==> src/hdl/iit_pkg.sv <==
// Constants and types for the instruction issue timing controller
package iit_pkg;

   // ==========================================================
   // Widths
   // ==========================================================
   localparam int unsigned IIT_CNT_W  = 5;
   localparam int unsigned IIT_LAT_W  = 8;

   // ==========================================================
   // Issue latencies in cycles
   // ==========================================================
   localparam logic [7:0] IIT_LAT_ONE       = 8'h01;
   localparam logic [7:0] IIT_LAT_TWO       = 8'h02;
   localparam logic [7:0] IIT_LAT_THREE     = 8'h03;
   localparam logic [7:0] IIT_BR_PENALTY    = 8'h02;
   localparam logic [7:0] IIT_LAT_CALL      = 8'h04;
   localparam logic [7:0] IIT_LAT_BREAK_DBG = 8'h03;
   localparam logic [7:0] IIT_LAT_RETD      = 8'h03;
   localparam logic [7:0] IIT_LAT_RETE_HP   = 8'h0c;
   localparam logic [7:0] IIT_LAT_RETE      = 8'h05;
   localparam logic [7:0] IIT_LAT_RETS      = 8'h05;
   localparam logic [7:0] IIT_LAT_XCHG      = 8'h02;
   localparam logic [7:0] IIT_LAT_MTSR_SW   = 8'h03;
   localparam logic [7:0] IIT_LAT_RMW_WBUF  = 8'h02;
   localparam logic [7:0] IIT_PC_EXTRA      = 8'h01;
   localparam logic [7:0] IIT_RET_TEST_EXTRA = 8'h01;

   // Background cycles of a system bus bit operation after issue
   localparam logic [1:0] IIT_RMW_BUS_BG    = 2'h3;

   // ==========================================================
   // Reset values
   // ==========================================================
   localparam logic [7:0] IIT_CNT_RST = 8'h00;
   localparam logic [4:0] IIT_WRD_RST = 5'h00;
   localparam logic [1:0] IIT_BG_RST  = 2'h0;

   // ==========================================================
   // Instruction classes
   // ==========================================================
   typedef enum logic [4:0] {
      IIT_OP_ALU     = 5'h00,
      IIT_OP_MEM     = 5'h01,
      IIT_OP_LDM     = 5'h02,
      IIT_OP_TASK_SWITCH_LOAD   = 5'h03,
      IIT_OP_POPM    = 5'h04,
      IIT_OP_PUSHM   = 5'h05,
      IIT_OP_STM     = 5'h06,
      IIT_OP_STMTS   = 5'h07,
      IIT_OP_BRANCH  = 5'h08,
      IIT_OP_CALL    = 5'h09,
      IIT_OP_BREAK   = 5'h0a,
      IIT_OP_RETD    = 5'h0b,
      IIT_OP_RETE    = 5'h0c,
      IIT_OP_RETS    = 5'h0d,
      IIT_OP_XCHG    = 5'h0e,
      IIT_OP_MTSR    = 5'h0f,
      IIT_OP_SYSMOVE = 5'h10,
      IIT_OP_SYSCTL  = 5'h11,
      IIT_OP_RMW     = 5'h12
   } iit_op_type;

   // Controller states
   typedef enum logic [1:0] {
      IIT_ST_IDLE = 2'b01,
      IIT_ST_BUSY = 2'b10
   } iit_state_type;

endpackage

==> src/hdl/iit_issue_ctrl.sv <==
// Issue latency, stall and abort control for multi-cycle instructions
`timescale 1ns/10ps

module iit_issue_ctrl
   import iit_pkg::*;
#(
   parameter int unsigned CNT_W = IIT_CNT_W
)
(
   input  wire logic             i_clock,
   input  wire logic             i_rstn,
   input  wire logic             i_issue_valid,
   input  wire iit_op_type       i_op,
   input  wire logic [CNT_W-1:0] i_reg_count,
   input  wire logic             i_target_bus,
   input  wire logic             i_ptr_update,
   input  wire logic             i_pc_loaded,
   input  wire logic             i_ret_test,
   input  wire logic             i_branch_taken,
   input  wire logic             i_debug_enable,
   input  wire logic             i_from_hp_irq,
   input  wire logic             i_to_status_word,
   input  wire logic             i_wbuf_pending,
   input  wire logic             i_bus_ready,
   input  wire logic             i_irq_pending,
   output logic                  o_ready,
   output logic                  o_mem_ready,
   output logic                  o_stall,
   output logic                  o_done,
   output logic                  o_abort,
   output logic                  o_flush,
   output logic                  o_link_write,
   output logic                  o_dbg_addr_write,
   output logic                  o_dbg_restore,
   output logic                  o_xfer,
   output logic                  o_xfer_write,
   output logic                  o_lock,
   output logic                  o_lock_write,
   output logic                  o_rmw_busy
);

   // ==========================================================
   // Decode helpers
   // ==========================================================
   function automatic logic is_multi(input iit_op_type op);
      is_multi = (op == IIT_OP_LDM) || (op == IIT_OP_TASK_SWITCH_LOAD) ||
                 (op == IIT_OP_POPM) || (op == IIT_OP_PUSHM) ||
                 (op == IIT_OP_STM) || (op == IIT_OP_STMTS);
   endfunction

   function automatic logic is_mload(input iit_op_type op);
      is_mload = (op == IIT_OP_LDM) || (op == IIT_OP_TASK_SWITCH_LOAD) ||
                 (op == IIT_OP_POPM);
   endfunction

   function automatic logic is_mem(input iit_op_type op);
      is_mem = is_multi(op) || (op == IIT_OP_MEM) ||
               (op == IIT_OP_XCHG) || (op == IIT_OP_RMW);
   endfunction

   function automatic logic is_abortable(input iit_op_type op);
      is_abortable = is_multi(op) || (op == IIT_OP_RETE);
   endfunction

   // Issue latency of one instruction
   function automatic logic [7:0] latency(
      input iit_op_type op, input logic [CNT_W-1:0] n, input logic bus,
      input logic ptr, input logic pc, input logic rtest,
      input logic taken, input logic dbg, input logic hp,
      input logic sw, input logic wbuf);
      logic [7:0] nw;
      logic [7:0] lat;
      nw  = 8'(n);
      lat = IIT_LAT_ONE;
      unique case (op)
         IIT_OP_LDM, IIT_OP_TASK_SWITCH_LOAD, IIT_OP_POPM:
         begin
            if (bus)
               lat = IIT_LAT_ONE + nw + nw;
            else if (ptr || op == IIT_OP_POPM)
               lat = IIT_LAT_TWO + nw;
            else
               lat = IIT_LAT_ONE + nw;
            if (pc && op != IIT_OP_TASK_SWITCH_LOAD)
            begin
               lat = lat + IIT_PC_EXTRA;
               if (rtest)
                  lat = lat + IIT_RET_TEST_EXTRA;
            end
         end
         IIT_OP_PUSHM:
            lat = (bus ? IIT_LAT_THREE : IIT_LAT_TWO) + nw;
         IIT_OP_STM, IIT_OP_STMTS:
         begin
            lat = (ptr ? IIT_LAT_TWO : IIT_LAT_ONE) + nw;
            if (bus)
               lat = lat + IIT_LAT_ONE;
         end
         IIT_OP_BRANCH:
            lat = taken ? IIT_LAT_ONE + IIT_BR_PENALTY
                        : IIT_LAT_ONE;
         IIT_OP_CALL:    lat = IIT_LAT_CALL;
         IIT_OP_BREAK:   lat = dbg ? IIT_LAT_BREAK_DBG : IIT_LAT_ONE;
         IIT_OP_RETD:    lat = IIT_LAT_RETD;
         IIT_OP_RETE:    lat = hp ? IIT_LAT_RETE_HP : IIT_LAT_RETE;
         IIT_OP_RETS:    lat = IIT_LAT_RETS;
         IIT_OP_XCHG:    lat = IIT_LAT_XCHG;
         IIT_OP_MTSR:    lat = sw ? IIT_LAT_MTSR_SW : IIT_LAT_ONE;
         IIT_OP_SYSMOVE: lat = IIT_LAT_ONE;
         IIT_OP_SYSCTL:  lat = IIT_LAT_ONE;
         IIT_OP_RMW:
            lat = (!bus && wbuf) ? IIT_LAT_RMW_WBUF
                                 : IIT_LAT_ONE;
         default:
            lat = IIT_LAT_ONE;
      endcase
      latency = lat;
   endfunction

   // ==========================================================
   // Reset release
   // ==========================================================
   logic rst_meta_r;
   logic rstn_s;

   always_ff @(posedge i_clock or negedge i_rstn)
   begin
      if (!i_rstn)
      begin
         rst_meta_r <= 1'b0;
         rstn_s     <= 1'b0;
      end
      else
      begin
         rst_meta_r <= 1'b1;
         rstn_s     <= rst_meta_r;
      end
   end

   // ==========================================================
   // Declarations
   // ==========================================================
   iit_state_type    state_r;
   iit_state_type    state_nxt;
   iit_op_type       op_r;
   logic [7:0]       cnt_r;
   logic [7:0]       cnt_nxt;
   logic [7:0]       lat_in;
   logic [CNT_W-1:0] words_r;
   logic [1:0]       bg_r;
   logic [1:0]       bg_nxt;
   logic             bus_r;
   logic             flow_r;
   logic             phase_r;
   logic             accept;
   logic             busy;
   logic             stall_now;
   logic             abort_nxt;
   logic             done_nxt;
   logic             flow_in;
   logic             xfer_now;

   assign busy   = (state_r == IIT_ST_BUSY);
   assign accept = o_ready && i_issue_valid &&
                   (!is_mem(i_op) || o_mem_ready);
   assign lat_in = latency(i_op, i_reg_count, i_target_bus,
                           i_ptr_update, i_pc_loaded, i_ret_test,
                           i_branch_taken, i_debug_enable,
                           i_from_hp_irq, i_to_status_word,
                           i_wbuf_pending);

   // Bus busy or wait states freeze the count of multiple accesses to the bus
   assign stall_now = busy && is_multi(op_r) && bus_r &&
                      !i_bus_ready;

   // Change of flow at the end of the instruction
   assign flow_in = (i_op == IIT_OP_BRANCH && i_branch_taken) ||
                    (i_op == IIT_OP_CALL) ||
                    (i_op == IIT_OP_BREAK && i_debug_enable) ||
                    (i_op == IIT_OP_RETD) || (i_op == IIT_OP_RETE) ||
                    (i_op == IIT_OP_RETS) ||
                    (is_mload(i_op) && i_pc_loaded);

   // ==========================================================
   // Latency counter
   // ==========================================================
   always_comb
   begin
      cnt_nxt   = cnt_r;
      abort_nxt = 1'b0;
      done_nxt  = 1'b0;
      unique case (state_r)
         IIT_ST_IDLE:
         begin
            if (accept)
            begin
               if (is_abortable(i_op) && i_irq_pending)
               begin
                  cnt_nxt   = IIT_CNT_RST;
                  abort_nxt = 1'b1;
               end
               else
               begin
                  cnt_nxt  = lat_in - IIT_LAT_ONE;
                  done_nxt = (lat_in == IIT_LAT_ONE);
               end
            end
         end
         IIT_ST_BUSY:
         begin
            if (is_abortable(op_r) && i_irq_pending)
            begin
               cnt_nxt   = IIT_CNT_RST;
               abort_nxt = 1'b1;
            end
            else if (!stall_now)
            begin
               cnt_nxt  = cnt_r - IIT_LAT_ONE;
               done_nxt = (cnt_r == IIT_LAT_ONE);
            end
         end
      endcase
      state_nxt = (cnt_nxt != IIT_CNT_RST) ? IIT_ST_BUSY : IIT_ST_IDLE;
   end

   always_ff @(posedge i_clock or negedge rstn_s)
   begin
      if (!rstn_s)
      begin
         state_r <= IIT_ST_IDLE;
         cnt_r   <= IIT_CNT_RST;
         o_ready <= 1'b1;
         o_done  <= 1'b0;
         o_abort <= 1'b0;
         o_stall <= 1'b0;
      end
      else
      begin
         state_r <= state_nxt;
         cnt_r   <= cnt_nxt;
         o_ready <= (state_nxt == IIT_ST_IDLE);
         o_done  <= done_nxt;
         o_abort <= abort_nxt;
         o_stall <= stall_now;
      end
   end

   // ==========================================================
   // Instruction context
   // ==========================================================
   always_ff @(posedge i_clock or negedge rstn_s)
   begin
      if (!rstn_s)
      begin
         op_r   <= IIT_OP_ALU;
         bus_r  <= 1'b0;
         flow_r <= 1'b0;
      end
      else if (accept)
      begin
         op_r   <= i_op;
         bus_r  <= i_target_bus;
         flow_r <= flow_in;
      end
   end

   // ==========================================================
   // Completion effects
   // ==========================================================
   always_ff @(posedge i_clock or negedge rstn_s)
   begin
      if (!rstn_s)
      begin
         o_flush          <= 1'b0;
         o_link_write     <= 1'b0;
         o_dbg_addr_write <= 1'b0;
         o_dbg_restore    <= 1'b0;
      end
      else if (accept)
      begin
         o_flush          <= done_nxt && flow_in;
         o_link_write     <= done_nxt && (i_op == IIT_OP_CALL);
         o_dbg_addr_write <= done_nxt && (i_op == IIT_OP_BREAK) &&
                             i_debug_enable;
         o_dbg_restore    <= done_nxt && (i_op == IIT_OP_RETD);
      end
      else
      begin
         o_flush          <= done_nxt && flow_r;
         o_link_write     <= done_nxt && (op_r == IIT_OP_CALL);
         o_dbg_addr_write <= done_nxt && (op_r == IIT_OP_BREAK);
         o_dbg_restore    <= done_nxt && (op_r == IIT_OP_RETD);
      end
   end

   // ==========================================================
   // Word transfers of multiple accesses
   // ==========================================================
   // Bus loads take two cycles per word, other transfers one
   assign xfer_now = busy && (words_r != IIT_WRD_RST) && !abort_nxt &&
                     !stall_now &&
                     (!(bus_r && is_mload(op_r)) || phase_r);

   always_ff @(posedge i_clock or negedge rstn_s)
   begin
      if (!rstn_s)
      begin
         words_r      <= IIT_WRD_RST;
         phase_r      <= 1'b0;
         o_xfer       <= 1'b0;
         o_xfer_write <= 1'b0;
      end
      else
      begin
         o_xfer       <= xfer_now;
         o_xfer_write <= xfer_now && !is_mload(op_r);
         if (accept)
         begin
            words_r <= is_multi(i_op) && !abort_nxt ?
                       i_reg_count : IIT_WRD_RST;
            phase_r <= 1'b0;
         end
         else if (abort_nxt)
            words_r <= IIT_WRD_RST;
         else if (busy && words_r != IIT_WRD_RST && !stall_now)
         begin
            phase_r <= !phase_r;
            if (xfer_now)
               words_r <= words_r - 1'b1;
         end
      end
   end

   // ==========================================================
   // Exchange lock
   // ==========================================================
   always_ff @(posedge i_clock or negedge rstn_s)
   begin
      if (!rstn_s)
      begin
         o_lock       <= 1'b0;
         o_lock_write <= 1'b0;
      end
      else
      begin
         o_lock       <= (accept && i_op == IIT_OP_XCHG) ||
                         (busy && op_r == IIT_OP_XCHG &&
                          cnt_nxt != IIT_CNT_RST);
         o_lock_write <= accept && i_op == IIT_OP_XCHG;
      end
   end

   // ==========================================================
   // Bus bit operation background
   // ==========================================================
   always_comb
   begin
      bg_nxt = bg_r;
      if (accept && i_op == IIT_OP_RMW && i_target_bus)
         bg_nxt = IIT_RMW_BUS_BG;
      else if (bg_r != IIT_BG_RST && i_bus_ready)
         bg_nxt = bg_r - 1'b1;
   end

   always_ff @(posedge i_clock or negedge rstn_s)
   begin
      if (!rstn_s)
      begin
         bg_r        <= IIT_BG_RST;
         o_mem_ready <= 1'b1;
         o_rmw_busy  <= 1'b0;
      end
      else
      begin
         bg_r        <= bg_nxt;
         o_mem_ready <= (state_nxt == IIT_ST_IDLE) &&
                        (bg_nxt == IIT_BG_RST);
         o_rmw_busy  <= (bg_nxt != IIT_BG_RST);
      end
   end

endmodule

==> config.mk <==
export PLATFORM = sky130hd
export DESIGN_NAME = iit_issue_ctrl
export DESIGN_NICKNAME = d
export VERILOG_FILES = /design/src/hdl/iit_pkg.sv /design/src/hdl/iit_issue_ctrl.sv
export SDC_FILE = /design/constraint.sdc
export NUM_CORES = 1
export LEC_CHECK = 0
export BUFFER_PORTS_ARGS = -buffer_cell sky130_fd_sc_hd__buf_2
export CAP_MARGIN = 0
export CORE_MARGIN = 3
export CORE_UTILIZATION = 60
export CTS_CLUSTER_DIAMETER = 30
export CTS_CLUSTER_SIZE = 24
export DETAILED_ROUTE_END_ITERATION = 10
export PLACE_DENSITY = 0.9
export SETUP_SLACK_MARGIN = 0.2
export SYNTH_ARGS = -nofsm -noshare
export SYNTH_HDL_FRONTEND = slang
export SYNTH_SLANG_ARGS = --single-unit
==> constraint.sdc <==
create_clock -name i_clock -period 1.63 [get_ports i_clock]
set_input_delay 0 -clock i_clock [delete_from_list [all_inputs] [get_ports i_clock]]
set_output_delay 0 -clock i_clock [all_outputs]
set_load 0.01 [all_outputs]
==> results of run 1 <==
[per-layer routing]
layer | global-route usage [%] | GRT overflow
met1 | 66.2 | 0
met2 | 87.0 | 1
met3 | 45.8 | 0
met4 | 67.8 | 0
met5 | 14.7 | 0
[what timing repair did]
item	4_1_cts
hold buffers	2
pin swaps	19
setup endpoints to repair	31
buffers inserted	23
gates resized for setup	83
endpoints found under the hold margin	2
[cells in the mapped netlist, drive strengths merged (8+ instances only)]
| cell | number | area [sq um] |
|---|---|---|
| nand4 | 13 | 81.3 |
| o21ai | 30 | 150 |
| nor3 | 22 | 110 |
| nor2b | 9 | 56.3 |
| xor2 | 8 | 70.1 |
| inv | 26 | 97.6 |
| ha | 22 | 275 |
| a31oi | 9 | 56.3 |
| mux2i | 8 | 80.1 |
| nor2 | 41 | 154 |
| a21oi | 28 | 140 |
| xnor2 | 13 | 114 |
| nand3 | 21 | 123 |
| nand2 | 35 | 131 |
| dfrtp | 38 | 951 |
| clkbuf | 14 | 52.6 |
[kinds of logic after synthesis]
logic type / synth area share [%]
multiplexers: 2.40
buffers and inverters: 5.12
other: 0.0984
flip-flops: 26.3
AO/OA/AOI/OAI: 23.7
adder cells (fa/ha/maj): 7.75
AND/OR/NAND/NOR: 29.8
XOR/XNOR: 4.82
[stage by stage]
stage / hold slack (ns) / setup slack [ns]
4_1_cts: 0.000298 / -1.63
3_5_place_dp: -0.213 / -1.95
3_3_place_gp: -0.216 / -1.76
2_1_floorplan: -0.296 / -1.58
==> flow_summary.yaml, run 1 <==
status:
  toolErrorMsg: "[ERROR GRT-0116] Global routing finished with congestion. Check the congestion regions in the DRC Viewer."
  stop_stage: "5_1_grt"
  status: "stopped before the end"
yosys:
  ys_seq_elements: 40
  yosys_warnings: 0
  synth-main-ff-cell: "dfrtp_1"
  synth_area_sq_mm: 0.00381
  async_reset_ff_share_pct: 100
  synth_edf_count: 0
  syn_avg_cell_area_sq_um: 8.03
  synthCells: 475
  synth_fp_nets: 522
  post_synth_num_cell_types: 79
  seq_area_frac_synth_pct: 26.3
global_routing:
  grt_overflow: 1
  grt_pass1_vias: 6597
  grt_util_all_layers_pct: 66.6
  grt_max_degree: 39
  grt_pass1_wl_um: 37500
clock_tree:
  cts_max_level: 2
  cts_root_buffer: "clkbuf_8"
  cts_buffers: 5
  clockBufferDepth: 2
  clock_sinks: 40
placed_design:
  port_buffers: 37
  placed_cells: 705
  placed_area_sq_mm: 0.00519
  hpwl_um: 10600
  gp_congestion: 1.01
floorplanning:
  die_y_um: 85.7
  io_pins: 38
  rows: 28
  initial_core_util_pct: 63.3
  die_w_um: 85.7
==> inputs of run 2 (changes only) <==
--- a/config.mk
+++ b/config.mk
@@ -8,12 +8,9 @@
 export BUFFER_PORTS_ARGS = -buffer_cell sky130_fd_sc_hd__buf_2
 export CAP_MARGIN = 0
 export CORE_MARGIN = 3
-export CORE_UTILIZATION = 60
-export CTS_CLUSTER_DIAMETER = 30
-export CTS_CLUSTER_SIZE = 24
+export CORE_UTILIZATION = 40
 export DETAILED_ROUTE_END_ITERATION = 10
-export PLACE_DENSITY = 0.9
-export SETUP_SLACK_MARGIN = 0.2
+export PLACE_DENSITY_LB_ADDON = 0.15
 export SYNTH_ARGS = -nofsm -noshare
 export SYNTH_HDL_FRONTEND = slang
 export SYNTH_SLANG_ARGS = --single-unit
==> run 2 against run 1 <==
Compared with the run above: the flow now finishes, with violations (setup timing); area after synthesis unchanged; synthesized cell count did not move.
==> flow_summary.yaml, run 2 <==
yosys:
  synth_fp_nets: 522
  yosysMostFrequentCell: "nor2_1"
  synth_area_sq_mm: 0.00381
  post_synth_num_cell_types: 79
  synth-main-ff-cell: "dfrtp_1"
  ys_seq_elements: 40
  async_reset_ff_share_pct: 100
  synth_common_cells: "nor2_1 (41), dfrtp_1 (38), nand2_1 (35), o21ai_0 (29), a21oi_1 (28)"
  yosysTopAreaCell: "dfrtp_1"
  synth_top_cell_area_share_pct: 24.9
  synth_edf_count: 0
  seq_area_frac_synth_pct: 26.3
  synth_area_leaders: "dfrtp_1 (25%), ha_1 (7.2%), nor2_1 (4.0%)"
  synthCells: 475
  yosys_warnings: 0
  syn_avg_cell_area_sq_um: 8.03
cells_and_area:
  area_growth_pct: 63.5
  largest_reg_flops: 8
  final_util_pct: 69.4
  final_cell_mix: "buf_4 (150), dfrtp_1 (38), nor2_1 (34)"
  n_fill_cell: 694
  largest_registers: "cnt_r (8), op_r (5), words_r (5)"
  multi_input_area_sq_mm: 0.00327
  diodes: 0
  layout-drive-gt1-share_pct: 49.9
  layout_commonest_cell: "buf_4"
  design_area_sq_mm: 0.00623
  regMostFlops: "cnt_r"
  finalNonFillerCells: 795
  seq_area_sq_mm: 0.00100
  final_nets: 715
routing:
  drtIter0Drc: 252
  via_per_inst: 5.59
  drtAntennaViolNets: 0
  vias: 4442
  drt_wl_total_um: 13400
  drc_errors: 0
  first_pass_iters: 5
  avgRoutedWirePerCell_um: 16.8
sta:
  setup_viol: 24
  fin_crit_sh_pct: 190
  slew-limit-headroom_pct: 63.0
  finalSetupTns_ns: -20.88
  setup_slack_ns: -1.46
  drv_slew: 0
  period_minus_slack_ns: 3.09
  skew_ns: 0.00556
  hold_viol: 0
  tightest_slew_ns: 0.547
  rsz0062_at_grt: "yes"
  max_freq_ghz: 0.323
setup_path:
  cp.required_ns: 1.86
  crit_chain: "buf_8 -> nor3b_4 -> mux2_4 -> nor3_4 -> inv_2 -> ha_4 -> nand2_2 -> a21o_1 -> or3b_4 -> a2111oi_4 -> xnor2_2 -> a21boi_4 -> a211o_1 -> nand3_2 -> nor4_4 -> nor2b_2"
  rrSetupSlack_ns: -0.77
  critPathMaxFanout: 6
  endpoint_kind: "flip-flop"
  worstPathArrival_ns: 3.32
  cp_slowest_cell: "or3b_4"
  path_delay_family: "simple AND/OR/NAND/NOR gates"
  critical_path.startpoint: "i_op[0]"
  r2r-start: "op_r[3]$_DFFE_PN0P_"
  max_stage_delay_ns: 0.40
  crit_type: "input port to flip-flop"
  critPathBufInv: 2
  cp-start-kind: "input port"
floorplanning:
  dieArea_sq_mm: 0.0107
  initial_core_util_pct: 42.5
  io_pins: 38
  rows: 34
  die_w_um: 104
  design.core.area_sq_mm: 0.00898
  die_y_um: 104
clock_tree:
  clockBufferDepth: 2
  cts_max_level: 2
  cts_root_buffer: "clkbuf_8"
  clock_sinks: 40
  clkTransAtPathRegs_ns: 0.09
  cts_tree: "yes"
  cts_buffers: 5
  clock_latency_ns: 0.29
power:
  ir_drop_mv: 1.10
  power_mw: 7.03
  power.leakage_nw: 2.76
  power.density_mw_per_mm2: 1130
placed_design:
  placed_cells: 764
  port_buffers: 37
  placed_area_sq_mm: 0.00532
  hpwl_um: 9840
  gp_congestion: 0.901
status:
  status: "finished with violations"
  violations: "setup timing"
global_routing:
  grt_overflow: 0
  antenna_found_initial: 0
  grt_pass1_vias: 4434
  grt_max_degree: 39
  grt_util_all_layers_pct: 23.8
  grt_pass1_wl_um: 21600
flow_run:
  drv_cap: 0
min_path:
  hold_path.class: "input port to asynchronous set/reset pin"
[run 2: cell counts after synthesis]
Identical to the previous run, type by type.
[run 2: final timing paths]
kind	end	depth (start not counted)
max in group asynchronous	state_r[0]$_DFF_PN1_	1
max	o_mem_ready$_DFF_PN1_	16
min in group i_clock	o_dbg_addr_write$_DFF_PN0_	3
min reg2reg	bg_r[0]$_DFF_PN0_	1
max reg2reg	o_mem_ready$_DFF_PN1_	11
min	rstn_s$_DFF_PN0_	2
[run 2: cells by family after synthesis]
family,count (synthesis),share of synthesized area [%]
other cells,1,0.0984
simple gates,205,29.8
flops,40,26.3
xor+xnor,21,4.82
compound gates,129,23.7
mux,9,2.40
buf+inv,47,5.12
fa+ha+maj,23,7.75
[run 2: power by group]
group / internal, mW / switching [mW] / total, mW
Clock: 0.453 / 0.368 / 0.822
Sequential: 1.35 / 0.183 / 1.53
Combinational: 2.35 / 2.32 / 4.67
[run 2: repair_timing]
action / 4_1_cts / 5_1_grt
hold buffers: 1 / 0
setup endpoints to repair: 28 / 28
resized for setup: 59 / 77
cloned: 0 / 0
hold endpoints to repair: 2 / 0
setup buffers: 11 / 14
pin swaps: 29 / 46
[run 2: routing by layer]
layer | up-vias | GRT usage [%] | wire, um
met2 | 112 | 40.0 | 6530
met3 | 23 | 3.11 | 581
li1 | 2143 | - | -
met1 | 2164 | 33.2 | 6080
met4 | 0 | 4.08 | 205
met5 | - | 0 | 0
[run 2: layout make-up]
type | count | share of cell area [%]
multi-input combinational | 388 | 52.5
timing repair buffer | 207 | 25.4
sequential | 40 | 16.1
tap | 126 | 2.53
inverter | 26 | 1.69
clock buffer | 5 | 1.10
clock inverter | 3 | 0.683
[run 2: stage by stage]
step | worst slack (ns) | hold slack (ns)
2_1_floorplan | -1.58 | -0.296
3_5_place_dp | -1.90 | -0.213
3_3_place_gp | -1.84 | -0.215
4_1_cts | -1.52 | 0.00119
5_1_grt | -1.58 | 0.00569
6_report | -1.46 | 0.00801
Power figures use the tool's default switching activity.
==> inputs of run 3 (changes only) <==
--- a/config.mk
+++ b/config.mk
@@ -10,7 +10,7 @@
 export CORE_MARGIN = 3
 export CORE_UTILIZATION = 40
 export DETAILED_ROUTE_END_ITERATION = 10
-export PLACE_DENSITY_LB_ADDON = 0.15
+export PLACE_DENSITY_LB_ADDON = 0.12
 export SYNTH_ARGS = -nofsm -noshare
 export SYNTH_HDL_FRONTEND = slang
 export SYNTH_SLANG_ARGS = --single-unit
==> run 3 against run 2 <==
Compared with the run above: the run still ends with setup timing left; first-iteration DRC count grew 2.4%; utilization shrank 0.15 points; final cell count did not move; global-route usage down 0.18 points; register-to-register slack lost 0.02 ns; clock power down 16%; combinational power shrank 5.4%; total power is 5.3% lower; setup slack got worse by 0.0077 ns; sequential power is essentially flat; die area unchanged; via count grew 0.77%; critical endpoint unchanged.
==> flow_summary.yaml, run 3 (synthesized netlist as in run 2, its figures left out) <==
clock_tree:
  clock_latency_ns: 0.29
  clockBufferDepth: 2
  clock_sinks: 40
  cts_tree: "yes"
  cts_max_level: 2
  cts_buffers: 5
  cts_root_buffer: "clkbuf_8"
  clkTransAtPathRegs_ns: 0.08
sta:
  drv_slew: 0
  fin_crit_sh_pct: 190
  setup_slack_ns: -1.47
  slew-limit-headroom_pct: 56.9
  max_freq_ghz: 0.323
  setup_viol: 21
  hold_slack_ns: 0.119
  skew_ns: 0.00571
  period_minus_slack_ns: 3.10
  tightest_slew_ns: 0.637
  rsz0062_at_grt: "yes"
  hold_viol: 0
cells_and_area:
  regMostFlops: "cnt_r"
  largest_registers: "cnt_r (8), op_r (5), words_r (5)"
  final_nets: 715
  layout-drive-gt1-share_pct: 48.9
  seq_area_sq_mm: 0.00100
  multi_input_area_sq_mm: 0.00326
  diodes: 0
  final_cell_mix: "buf_4 (149), dfrtp_1 (38), nor2_1 (35)"
  area_growth_pct: 63.1
  n_fill_cell: 719
  layout_commonest_cell: "buf_4"
  design_area_sq_mm: 0.00622
  largest_reg_flops: 8
flow_run:
  drv_cap: 0
placed_design:
  gp_congestion: 0.911
  hpwl_um: 9680
  placed_area_sq_mm: 0.00530
  port_buffers: 37
routing:
  drt_wl_total_um: 13200
  vias: 4476
  drtAntennaViolNets: 0
  via_per_inst: 5.63
  avgRoutedWirePerCell_um: 16.7
  drc_errors: 0
  drtIter0Drc: 258
  first_pass_iters: 5
floorplanning:
  die_w_um: 104
  die_y_um: 104
  io_pins: 38
  initial_core_util_pct: 42.5
  rows: 34
  design.core.area_sq_mm: 0.00898
  dieArea_sq_mm: 0.0107
global_routing:
  grt_overflow: 0
  grt_pass1_wl_um: 21200
  grt_util_all_layers_pct: 23.6
  grt_pass1_vias: 4355
  grt_max_degree: 39
  antenna_found_initial: 0
setup_path:
  cp.required_ns: 1.86
  crit_type: "input port to flip-flop"
  critPathMaxFanout: 6
  cp-start-kind: "input port"
  rrSetupSlack_ns: -0.79
  endpoint_kind: "flip-flop"
  worstPathArrival_ns: 3.32
min_path:
  hold_path.class: "input port to flip-flop"
status:
  violations: "setup timing"
  status: "finished with violations"
power:
  ir_drop_mv: 0.860
  power.leakage_nw: 2.75
  power.density_mw_per_mm2: 1070
[run 3: report_power, final]
part,switching (mW),internal [mW]
Combinational,2.20,2.22
Sequential,0.188,1.35
Clock,0.352,0.338
Total,2.74,3.91
[run 3: layer usage]
layer | routed length [um] | track usage (%) | vias up | part of all wire, %
li1 | - | - | 2151 | -
met1 | 5900 | 32.1 | 2155 | 45
met2 | 6360 | 39.5 | 141 | 48
met3 | 696 | 3.61 | 29 | 5.3
met4 | 278 | 5.79 | 0 | 2.1
met5 | 0 | 0 | - | 0
[run 3: worst paths after layout]
| kind | cells past startpoint | endpoint | startpoint |
|---|---|---|---|
| worst max-delay path | 18 | o_mem_ready$_DFF_PN1_ | i_reg_count[0] |
| worst min-delay path | 4 | op_r[3]$_DFFE_PN0P_ | i_op[3] |
| worst max register to register | 11 | o_mem_ready$_DFF_PN1_ | op_r[1]$_DFFE_PN0P_ |
| worst min register to register | 1 | o_xfer_write$_DFF_PN0_ | rstn_s$_DFF_PN0_ |
| max in group asynchronous | 3 | rst_meta_r$_DFF_PN0_ | i_rstn |
| min in group asynchronous | 1 | o_xfer_write$_DFF_PN0_ | rstn_s$_DFF_PN0_ |
[run 3: cell type report]
cell class / instances / area share [%]
clock inverters: 2 / 0.161
flip-flops and latches: 40 / 16.1
inverters: 26 / 1.69
clock buffers: 6 / 1.33
repair buffers: 207 / 25.7
multi-input cells: 388 / 52.4
well taps: 126 / 2.54
[run 3: critical path, stage by stage]
cell	delay, ns
buf_12	0.10
inv_6	0.03
ha_4	0.27
nor3_2	0.04
mux2_4	0.28
nor3_4	0.13
inv_2	0.07
ha_4	0.27
nand2_2	0.04
a21o_1	0.16
or3b_4	0.40
a2111o_1	0.46
nand4_1	0.18
nor2_2	0.08
xor2_1	0.22
o211ai_1	0.16
nor4_4	0.25
nor2b_1	0.18
[run 3: what timing repair did]
| item | CTS | global route |
|---|---|---|
| gates cloned | 0 | 0 |
| hold endpoints to repair | 2 | 1 |
| setup endpoints to repair | 26 | 26 |
| hold buffers | 2 | 1 |
| pin swaps | 34 | 31 |
| setup buffers | 14 | 12 |
| gates resized for setup | 90 | 45 |
[run 3: through the flow]
step           util, %  power (mW)  worst slack, ns  TNS (ns)  cells
2_1_floorplan        -        3.68            -1.58    -20.97    475
3_3_place_gp      59.0        5.06            -1.76    -28.73    762
3_5_place_dp      59.0        5.16            -1.85    -30.37    762
4_1_cts           66.0        6.33            -1.45    -20.10    784
5_1_grt           69.3        7.18            -1.61    -23.28    795
6_report          69.3        6.65            -1.47    -20.73    795
